`src/hdl/hprc_regs.svh`:
```
/*
 * Register offsets, field positions, reset values and write masks of the
 * hub port role and clock configuration bank.
 * Assumes inclusion by its bare name from package and modules.
 */
`ifndef HPRC_REGS_SVH
`define HPRC_REGS_SVH

`define HPRC_ADDR_W             16
`define HPRC_OFS_PORTABLE_CFG   16'h30EE
`define HPRC_OFS_PORT_SELECT    16'h318B
`define HPRC_OFS_CONNECT_CFG    16'h318E

`define HPRC_RST_PORTABLE_CFG   8'h10
`define HPRC_RST_PORT_SELECT    8'h00
`define HPRC_RST_CONNECT_CFG    8'h00

`define HPRC_WMASK_PORTABLE_CFG 8'hBE
`define HPRC_WMASK_PORT_SELECT  8'hC0
`define HPRC_WMASK_CONNECT_CFG  8'h03

`define HPRC_BIT_CLK_KEEP       7
`define HPRC_PHYOFF_HI          5
`define HPRC_PHYOFF_LO          1
`define HPRC_PSEL_HI            7
`define HPRC_PSEL_LO            6
`define HPRC_BIT_SWAP_EN        1
`define HPRC_BIT_SWAP_CTL       0

`define HPRC_NUM_LPORTS         4
`define HPRC_NUM_REGS           3

`endif

```
`src/hdl/hprc_pkg.sv`:
```
/*
 * Types shared by the configuration bank and its helpers.
 * Assumes the register header is on the include path.
 */
`include "hprc_regs.svh"

package hprc_pkg;

	typedef struct packed {
		logic [`HPRC_ADDR_W-1:0] addr;
		logic [7:0]              wdata;
		logic                    wr;
		logic                    rd;
	} hprc_bus_t;

	typedef enum logic [1:0] {
		HPRC_SEL_NONE,
		HPRC_SEL_PORTABLE,
		HPRC_SEL_PSEL,
		HPRC_SEL_CONNECT
	} hprc_sel_t;

	typedef struct packed {
		logic       clkKeep;
		logic [4:0] phyClockOff;
		logic [1:0] powerPinPortSelect;
		logic       swapEnable;
		logic       swapControl;
	} hprc_cfg_t;

	function automatic hprc_sel_t hprc_decode(input logic [`HPRC_ADDR_W-1:0] a);
		case (a)
			`HPRC_OFS_PORTABLE_CFG: hprc_decode = HPRC_SEL_PORTABLE;
			`HPRC_OFS_PORT_SELECT:  hprc_decode = HPRC_SEL_PSEL;
			`HPRC_OFS_CONNECT_CFG:  hprc_decode = HPRC_SEL_CONNECT;
			default:                hprc_decode = HPRC_SEL_NONE;
		endcase
	endfunction : hprc_decode

endpackage : hprc_pkg

```
`src/hdl/hprc_config_bank.sv`:
```
/*
 * Hub port role and clock configuration bank: three byte registers on a
 * plain strobe bus, suspend clock gating, per-port PHY clock stop, power
 * pin port select and upstream/downstream role swap mapping.
 * Assumes strobes synchronous to clk_sys and never both in one cycle.
 */
// The plain strobed port was decided locally.
`timescale 1ns/1ps
`default_nettype none

`include "hprc_regs.svh"

module hprc_config_bank
	import hprc_pkg::*;
(
	input  wire logic                        clk_sys,
	input  wire logic                        sys_rst,
	input  wire logic [`HPRC_ADDR_W-1:0]     regAddr,
	input  wire logic [7:0]                  regWdata,
	input  wire logic                        regWr,
	input  wire logic                        regRd,
	output logic      [7:0]                  regRdata,
	input  wire logic                        usbSuspend,
	input  wire logic [`HPRC_NUM_LPORTS-1:0] logicalPortSetting,
	input  wire logic [1:0]                  physChargerSetting,
	output logic                             internalClockEnable,
	output logic      [4:0]                  portPhyClockOff,
	output logic      [3:0]                  portPowerPinOneHot,
	output logic                             roleSwapMode,
	output logic                             phys0Upstream,
	output logic                             phys1Upstream,
	output logic      [`HPRC_NUM_LPORTS-1:0] physicalPortSetting,
	output logic      [1:0]                  physChargerOut
);

	hprc_bus_t  bus;
	hprc_sel_t  wrSel;
	hprc_sel_t  rdSel;
	logic [7:0] rdData;
	logic [7:0] regPortable;
	logic [7:0] regPsel;
	logic [7:0] regConnect;
	hprc_cfg_t  cfg;
	logic [`HPRC_NUM_LPORTS-1:0] mapOut;
	logic       map0Up;
	logic       map1Up;

	logic                        next_internalClockEnable;
	logic [4:0]                  next_portPhyClockOff;
	logic [3:0]                  next_portPowerPinOneHot;
	logic                        next_roleSwapMode;
	logic                        next_phys0Upstream;
	logic                        next_phys1Upstream;
	logic [`HPRC_NUM_LPORTS-1:0] next_physicalPortSetting;
	logic [1:0]                  next_physChargerOut;

	assign bus   = '{addr: regAddr, wdata: regWdata, wr: regWr, rd: regRd};
	assign wrSel = bus.wr ? hprc_decode(bus.addr) : HPRC_SEL_NONE;
	assign rdSel = bus.rd ? hprc_decode(bus.addr) : HPRC_SEL_NONE;

	// Unmapped reads return zero through index 0
	hprc_reg_mem u_mem (
		.clk_sys     (clk_sys),
		.sys_rst     (sys_rst),
		.wrEn        (wrSel != HPRC_SEL_NONE),
		.wrIdx       (wrSel),
		.wrData      (bus.wdata),
		.rdEn        (bus.rd),
		.rdIdx       (rdSel),
		.rdData      (rdData),
		.regPortable (regPortable),
		.regPsel     (regPsel),
		.regConnect  (regConnect)
	);

	assign regRdata = rdData;

	assign cfg.clkKeep            = regPortable[`HPRC_BIT_CLK_KEEP];
	assign cfg.phyClockOff        = regPortable[`HPRC_PHYOFF_HI:`HPRC_PHYOFF_LO];
	assign cfg.powerPinPortSelect = regPsel[`HPRC_PSEL_HI:`HPRC_PSEL_LO];
	assign cfg.swapEnable         = regConnect[`HPRC_BIT_SWAP_EN];
	assign cfg.swapControl        = regConnect[`HPRC_BIT_SWAP_CTL];

	hprc_role_map u_map (
		.swapControl   (cfg.swapControl),
		.logicalIn     (logicalPortSetting),
		.physicalOut   (mapOut),
		.phys0Upstream (map0Up),
		.phys1Upstream (map1Up)
	);

	// Selection is taken as programmed; software keeps it stable in session
	always_comb begin
		next_internalClockEnable = !usbSuspend || cfg.clkKeep;
		next_portPhyClockOff     = cfg.phyClockOff;
		next_portPowerPinOneHot  = 4'h1 << cfg.powerPinPortSelect;
		next_roleSwapMode        = cfg.swapEnable;
		next_phys0Upstream       = map0Up;
		next_phys1Upstream       = map1Up;
		next_physicalPortSetting = mapOut;
		next_physChargerOut      = physChargerSetting;
	end

	always_ff @(posedge clk_sys) begin
		if (sys_rst) begin
			internalClockEnable <= 1'b1;
			portPhyClockOff     <= 5'h00;
			portPowerPinOneHot  <= 4'h1;
			roleSwapMode        <= 1'b0;
			phys0Upstream       <= 1'b1;
			phys1Upstream       <= 1'b0;
			physicalPortSetting <= 4'h0;
			physChargerOut      <= 2'h0;
		end else begin
			internalClockEnable <= next_internalClockEnable;
			portPhyClockOff     <= next_portPhyClockOff;
			portPowerPinOneHot  <= next_portPowerPinOneHot;
			roleSwapMode        <= next_roleSwapMode;
			phys0Upstream       <= next_phys0Upstream;
			phys1Upstream       <= next_phys1Upstream;
			physicalPortSetting <= next_physicalPortSetting;
			physChargerOut      <= next_physChargerOut;
		end
	end

endmodule : hprc_config_bank

`default_nettype wire

```
`src/hdl/hprc_reg_mem.sv`:
```
/*
 * Three-byte register store with per-entry write mask and registered read.
 * Assumes one write or one read per cycle from the bank front end.
 */
`timescale 1ns/1ps
`default_nettype none

`include "hprc_regs.svh"

module hprc_reg_mem
	import hprc_pkg::*;
(
	input  wire logic       clk_sys,
	input  wire logic       sys_rst,
	input  wire logic       wrEn,
	input  wire logic [1:0] wrIdx,
	input  wire logic [7:0] wrData,
	input  wire logic       rdEn,
	input  wire logic [1:0] rdIdx,
	output logic      [7:0] rdData,
	output logic      [7:0] regPortable,
	output logic      [7:0] regPsel,
	output logic      [7:0] regConnect
);

	logic [7:0] next_regPortable;
	logic [7:0] next_regPsel;
	logic [7:0] next_regConnect;
	logic [7:0] next_rdData;

	function automatic logic [7:0] mergeMasked(input logic [7:0] old, input logic [7:0] nw,
		input logic [7:0] m);
		mergeMasked = (old & ~m) | (nw & m);
	endfunction : mergeMasked

	always_comb begin
		next_regPortable = regPortable;
		next_regPsel     = regPsel;
		next_regConnect  = regConnect;
		next_rdData      = 8'h00;
		if (wrEn) begin
			case (wrIdx)
				2'h1: next_regPortable = mergeMasked(regPortable, wrData,
					`HPRC_WMASK_PORTABLE_CFG);
				2'h2: next_regPsel = mergeMasked(regPsel, wrData,
					`HPRC_WMASK_PORT_SELECT);
				2'h3: next_regConnect = mergeMasked(regConnect, wrData,
					`HPRC_WMASK_CONNECT_CFG);
				default: ;
			endcase
		end
		if (rdEn) begin
			case (rdIdx)
				2'h1:    next_rdData = regPortable;
				2'h2:    next_rdData = regPsel;
				2'h3:    next_rdData = regConnect;
				default: next_rdData = 8'h00;
			endcase
		end
	end

	always_ff @(posedge clk_sys) begin
		if (sys_rst) begin
			regPortable <= `HPRC_RST_PORTABLE_CFG;
			regPsel     <= `HPRC_RST_PORT_SELECT;
			regConnect  <= `HPRC_RST_CONNECT_CFG;
			rdData      <= 8'h00;
		end else begin
			regPortable <= next_regPortable;
			regPsel     <= next_regPsel;
			regConnect  <= next_regConnect;
			rdData      <= next_rdData;
		end
	end

endmodule : hprc_reg_mem

`default_nettype wire

```
`src/hdl/hprc_role_map.sv`:
```
/*
 * Logical to physical port mapping for the upstream/downstream role swap.
 * Assumes logical port 0 is upstream and logical port 1 the swap partner.
 */
`timescale 1ns/1ps
`default_nettype none

`include "hprc_regs.svh"

module hprc_role_map
	import hprc_pkg::*;
(
	input  wire logic                        swapControl,
	input  wire logic [`HPRC_NUM_LPORTS-1:0] logicalIn,
	output logic      [`HPRC_NUM_LPORTS-1:0] physicalOut,
	output logic                             phys0Upstream,
	output logic                             phys1Upstream
);

	always_comb begin
		physicalOut = logicalIn;
		phys0Upstream = 1'b1;
		phys1Upstream = 1'b0;
		if (swapControl) begin
			physicalOut[0] = logicalIn[1];
			physicalOut[1] = logicalIn[0];
			phys0Upstream = 1'b0;
			phys1Upstream = 1'b1;
		end
	end

endmodule : hprc_role_map

`default_nettype wire

```
`config.mk`:
```
export PLATFORM = sky130hd
export DESIGN_NAME = hprc_config_bank
export DESIGN_NICKNAME = d
export VERILOG_FILES = /design/src/hdl/hprc_pkg.sv /design/src/hdl/hprc_config_bank.sv /design/src/hdl/hprc_reg_mem.sv /design/src/hdl/hprc_role_map.sv
export VERILOG_INCLUDE_DIRS = /design/src /design/src/hdl
export SDC_FILE = /design/constraint.sdc
export NUM_CORES = 1
export LEC_CHECK = 0
export ABC_AREA = 1
export BUFFER_PORTS_ARGS = -buffer_cell sky130_fd_sc_hd__buf_4
export CAP_MARGIN = 10
export CORE_UTILIZATION = 48
export CTS_CLUSTER_SIZE = 20
export DETAILED_ROUTE_END_ITERATION = 6
export PLACE_DENSITY = 0.79
export SLEW_MARGIN = 10
export SYNTH_ARGS = -nofsm -noshare
export SYNTH_HDL_FRONTEND = slang
export SYNTH_HIERARCHICAL = 1
export SYNTH_SLANG_ARGS = --single-unit
```
`constraint.sdc`:
```
create_clock -name clk_sys -period 1.6 [get_ports clk_sys]
set_input_delay 0.16 -clock clk_sys [delete_from_list [all_inputs] [get_ports clk_sys]]
set_output_delay 0.16 -clock clk_sys [all_outputs]
set_load 0.03 [all_outputs]
```
==> results of run 1 <==
==> per-layer routing <==
layer / vias to the layer above / global-route usage [%]
met5: - / 0
met4: 0 / 6.97
met3: 2 / 7.48
met2: 51 / 33.9
met1: 572 / 23.2
li1: 732 / -
==> path summary, 6_finish.rpt <==
path | start | end | slack, ns | cells past startpoint
max | regAddr[11] | u_mem/rdData[1] | 0.48 | 12
min | logicalPortSetting[2] | physicalPortSetting[2] | 0.03 | 3
max reg2reg | u_mem/regConnect[0] | phys0Upstream | 0.74 | 2
min reg2reg | u_mem/regPortable[3] | portPhyClockOff[2] | 0.45 | 2
==> stage by stage <==
step           hold slack [ns]  util [%]
5_1_grt                 0.0351      71.3
6_report                0.0282      71.3
3_3_place_gp             0.332      68.5
2_1_floorplan            0.229         -
3_5_place_dp             0.337      68.5
4_1_cts                 0.0192      71.3
==> critical path, stage by stage <==
cell,delay (ns)
buf_4,0.10
nor2_1,0.11
nand3_2,0.09
nor2_1,0.12
nand3_1,0.08
nor2_1,0.20
inv_2,0.10
nor2_2,0.21
nand2_1,0.08
nand2_1,0.06
nand2_1,0.04
inv_1,0.04
==> registers in the layout, summed over array words and instances, names as in the netlist, 2 cells and up <==
name / cells
physChargerOut: 2
physicalPortSetting: 4
portPhyClockOff: 5
portPowerPinOneHot: 4
u_mem/rdData: 8
u_mem/regConnect: 2
u_mem/regPortable: 6
u_mem/regPsel: 2
==> where the power goes <==
group,internal (W),total (W),switching (W)
clock,0.000255,0.000544,0.000289
combinational,0.0000816,0.000153,0.0000713
sequential,0.000931,0.000934,0.00000284
==> final cells by class <==
cell class,instances,area share [%]
sequential,37,36.4
clock buffer,7,3.20
inverter,44,8.12
multi-input combinational,120,26.0
timing repair buffer,65,24.1
tap,31,1.91
clock inverter,1,0.246
==> flow_summary.toml, run 1 <==
[detailed_routing]
wl_um = 2900
ant_nets = 0
route.detailed.drc = 6
wl_met2_um = 1360
highest_layer = "met4"
wl_per_cell_um = 9.52
route.met3.wl_um = 210
wl_met1_um = 1310
drt-vias-per-instance = 4.45
vias = 1357
drtIter0Drc = 24
drtPass1Iterations = 7

[sta]
period_minus_slack_ns = 1.12
fin_tns_setup_ns = 0
fin_ws_ns = 0.483
fmax_ghz = 0.895
final_hold_viol_count = 0
rsz0062_at_grt = "false"
worst_slew_pin_slew_ns = 0.318
slew_viol_final = 0
setup_viol = 0
timing.slew.headroom_pct = 78.8
finalCritPeriodShare_pct = 69.8
fin_skew_ns = 0.00977

[flow_run]
max_cap_violations = 0

[logic_synthesis]
syn_area_um2 = 1480
synth_cells = 208
syn_nets = 243
avgSynthCellArea_um2 = 7.13
yosysWarnings = 6

[run_status]
outcome = "finished, violations left"
violations = "DRC"

[pwr]
power.density_nw_per_um2 = 802
p_leak_nw = 1.10
power_w = 0.00163
ir_drop_mv = 0.419

[clocking]
clockBufferDepth = 2
clock_latency_ns = 0.33
postCtsSetupBuffers = 0
cts_buffers = 5
clock-sinks = 37
htree_levels = 2
cts_resized = 0
root_buffer = "clkbuf_4"
clk_pin_slew_ns = 0.10
cts_tree = "yes"
hold_buffers = 1

[placed_design]
numPortBuffers = 61
place_ws_ns = 0.125
dp_cells = 296
dpl-instance-area_um2 = 1950
gp_congestion = 0.768
dpl.hpwl_um = 2190

[final_layout]
diodes = 0
fin_nets = 308
mostFrequentLayoutCell = "buf_4"
final-instance-count-excl-fill = 305
design_area_um2 = 2030
areaGrowthSynthToFinish_pct = 37.1
final.fill_count = 266
drive_above_1_share_pct = 32.8
multi_input_area_um2 = 529
final_cell_mix = "buf_4, nand2_1, nor2_1"
regArea_um2 = 741

[die]
coreArea_um2 = 2850
start_util_pct = 52.0
die_w_um = 57.6
row_count = 19
die_area_um2 = 3320
chipHeight_um = 57.6
pin_count = 62

[critical_path]
cp_max_fo = 6
worst-endpoint-required_ns = 1.88
crit_type = "input pin to register"
worstSetupEndpointType = "register"
start_kind = "input pin"
arrival_ns = 1.40

[global_routing]
grt_pass1_vias = 1263
grt_usage_pct = 20.0
grt_max_degree = 18
grt.overflow.total = 0
antenna_found_initial = 0
grt_pass1_wl_um = 5070

[min_path]
hold_class = "input pin to register"
Power figures use the tool's default switching activity.
==> run 2: changes to the inputs <==
- clock period: 1.6 -> 1.11 ns (I/O delays scaled with it)
==> flow_summary.toml, run 2 (synthesized netlist as in run 1, its figures left out) <==
[clocking]
cts_tree = "yes"
clockBufferDepth = 2
cts_buffers = 5
htree_levels = 2
clock_latency_ns = 0.34
postCtsSetupBuffers = 0
root_buffer = "clkbuf_4"
clk_pin_slew_ns = 0.11
clock-sinks = 37

[sta]
setup_viol = 0
finalCritPeriodShare_pct = 93.6
fmax_ghz = 0.962
fin_tns_setup_ns = 0
timing.slew.headroom_pct = 83.9
slew_viol_final = 0
final_hold_viol_count = 0
worst_slew_pin_slew_ns = 0.241
period_minus_slack_ns = 1.04
fin_skew_ns = 0.0120

[detailed_routing]
ant_nets = 0
vias = 1408
wl_per_cell_um = 9.92
drtPass1Iterations = 6
drtIter0Drc = 55
route.detailed.drc = 7
wl_um = 3180
drt-vias-per-instance = 4.39

[die]
die_w_um = 57.6
die_area_um2 = 3320
coreArea_um2 = 2850
row_count = 19
chipHeight_um = 57.6
pin_count = 62
start_util_pct = 52.0

[global_routing]
grt_pass1_wl_um = 5220
grt_pass1_vias = 1274
grt_usage_pct = 21.2
grt_max_degree = 12
antenna_found_initial = 0
grt.overflow.total = 0

[placed_design]
numPortBuffers = 61
gp_congestion = 0.818
dp_cells = 301
dpl.hpwl_um = 2170

[final_layout]
areaGrowthSynthToFinish_pct = 49.9
fin_nets = 324
multi_input_area_um2 = 557
largest_register = "u_mem/rdData"
reg_top3 = "u_mem/rdData: 8 flops, u_mem/regPortable: 6 flops, portPhyClockOff: 5 flops"
regArea_um2 = 741
mostFrequentLayoutCell = "buf_4"
final_cell_mix = "buf_4, nand2_1, nor2_1"
largest_register_ff_count = 8
diodes = 0
drive_above_1_share_pct = 34.1
final.fill_count = 210
final-instance-count-excl-fill = 321

[pwr]
power_w = 0.00256
p_seq_share_pct = 52.5
p_sw_w = 0.000541
power.density_nw_per_um2 = 1150
power.share.clock_pct = 37.6
netSwitchingFraction_pct = 21.1
ir_drop_mv = 0.560
p_leak_nw = 1.17
p_int_w = 0.00202
combPwrFrac_pct = 9.9

[run_status]
outcome = "finished, violations left"
violations = "DRC"

[critical_path]
worst-endpoint-required_ns = 1.39
worstSetupEndpointType = "register"
start_kind = "input pin"
arrival_ns = 1.32
cp_max_fo = 10
crit_type = "input pin to register"

[flow_run]
max_cap_violations = 0

[min_path]
hold_class = "input pin to register"
run 2: power by group through the flow:
stage          clock (W)  combinational [W]  sequential [W]
6_report        0.000963           0.000254         0.00135
5_1_grt          0.00106           0.000278         0.00135
4_1_cts         0.000983           0.000250         0.00135
3_5_place_dp           0           0.000219         0.00138
3_3_place_gp           0           0.000216         0.00138
2_1_floorplan          0          0.0000590         0.00141
run 2: layout make-up:
class                      instances  share of cell area [%]
clock inverter                     1                    1.35
clock buffer                       7                    2.47
inverter                          44                    7.42
tap                               31                    1.74
sequential                        37                    33.3
timing repair buffer              81                    28.7
multi-input combinational        120                    25.0
run 2: layer usage:
layer / wire length (µm) / global-route usage [%] / vias to the layer above
li1: - / - / 758
met1: 1270 / 22.9 / 590
met2: 1650 / 37.7 / 54
met3: 223 / 7.48 / 6
met4: 43 / 8.36 / 0
met5: 0 / 0 / -
run 2: through the flow:
stage / setup slack [ns] / util (%) / cell area (µm²) / hold slack, ns
2_1_floorplan: 0.000777 / - / 1490 / 0.180
3_3_place_gp: -0.235 / 70.0 / 2000 / 0.281
3_5_place_dp: -0.290 / 70.0 / 2000 / 0.281
4_1_cts: 0.0586 / 76.8 / 2190 / 0.00307
5_1_grt: -0.00666 / 78.0 / 2220 / 0.0198
6_report: 0.0707 / 78.0 / 2220 / 0.0176
run 2: worst paths after layout:
check                              end  slack [ns]                  from  cells after the start
setup / recovery  u_mem/regPortable[3]        0.07               sys_rst                      6
hold / removal    u_mem/regPortable[4]        0.02           regWdata[4]                      3
setup reg to reg         phys0Upstream        0.27   u_mem/regConnect[0]                      2
hold reg to reg     portPhyClockOff[0]        0.46  u_mem/regPortable[1]                      2
run 2: worst max-delay path: stages:
cell           delay, ns
dlygate4sd3_1       0.53
buf_4               0.17
inv_1               0.12
buf_4               0.19
nand2_1             0.08
nor2_1              0.11
run 2: what timing repair did:
item,4_1_cts,5_1_grt
gates resized for setup,0,6
setup endpoints to repair,0,11
hold endpoints to repair,14,1
hold buffers,11,1
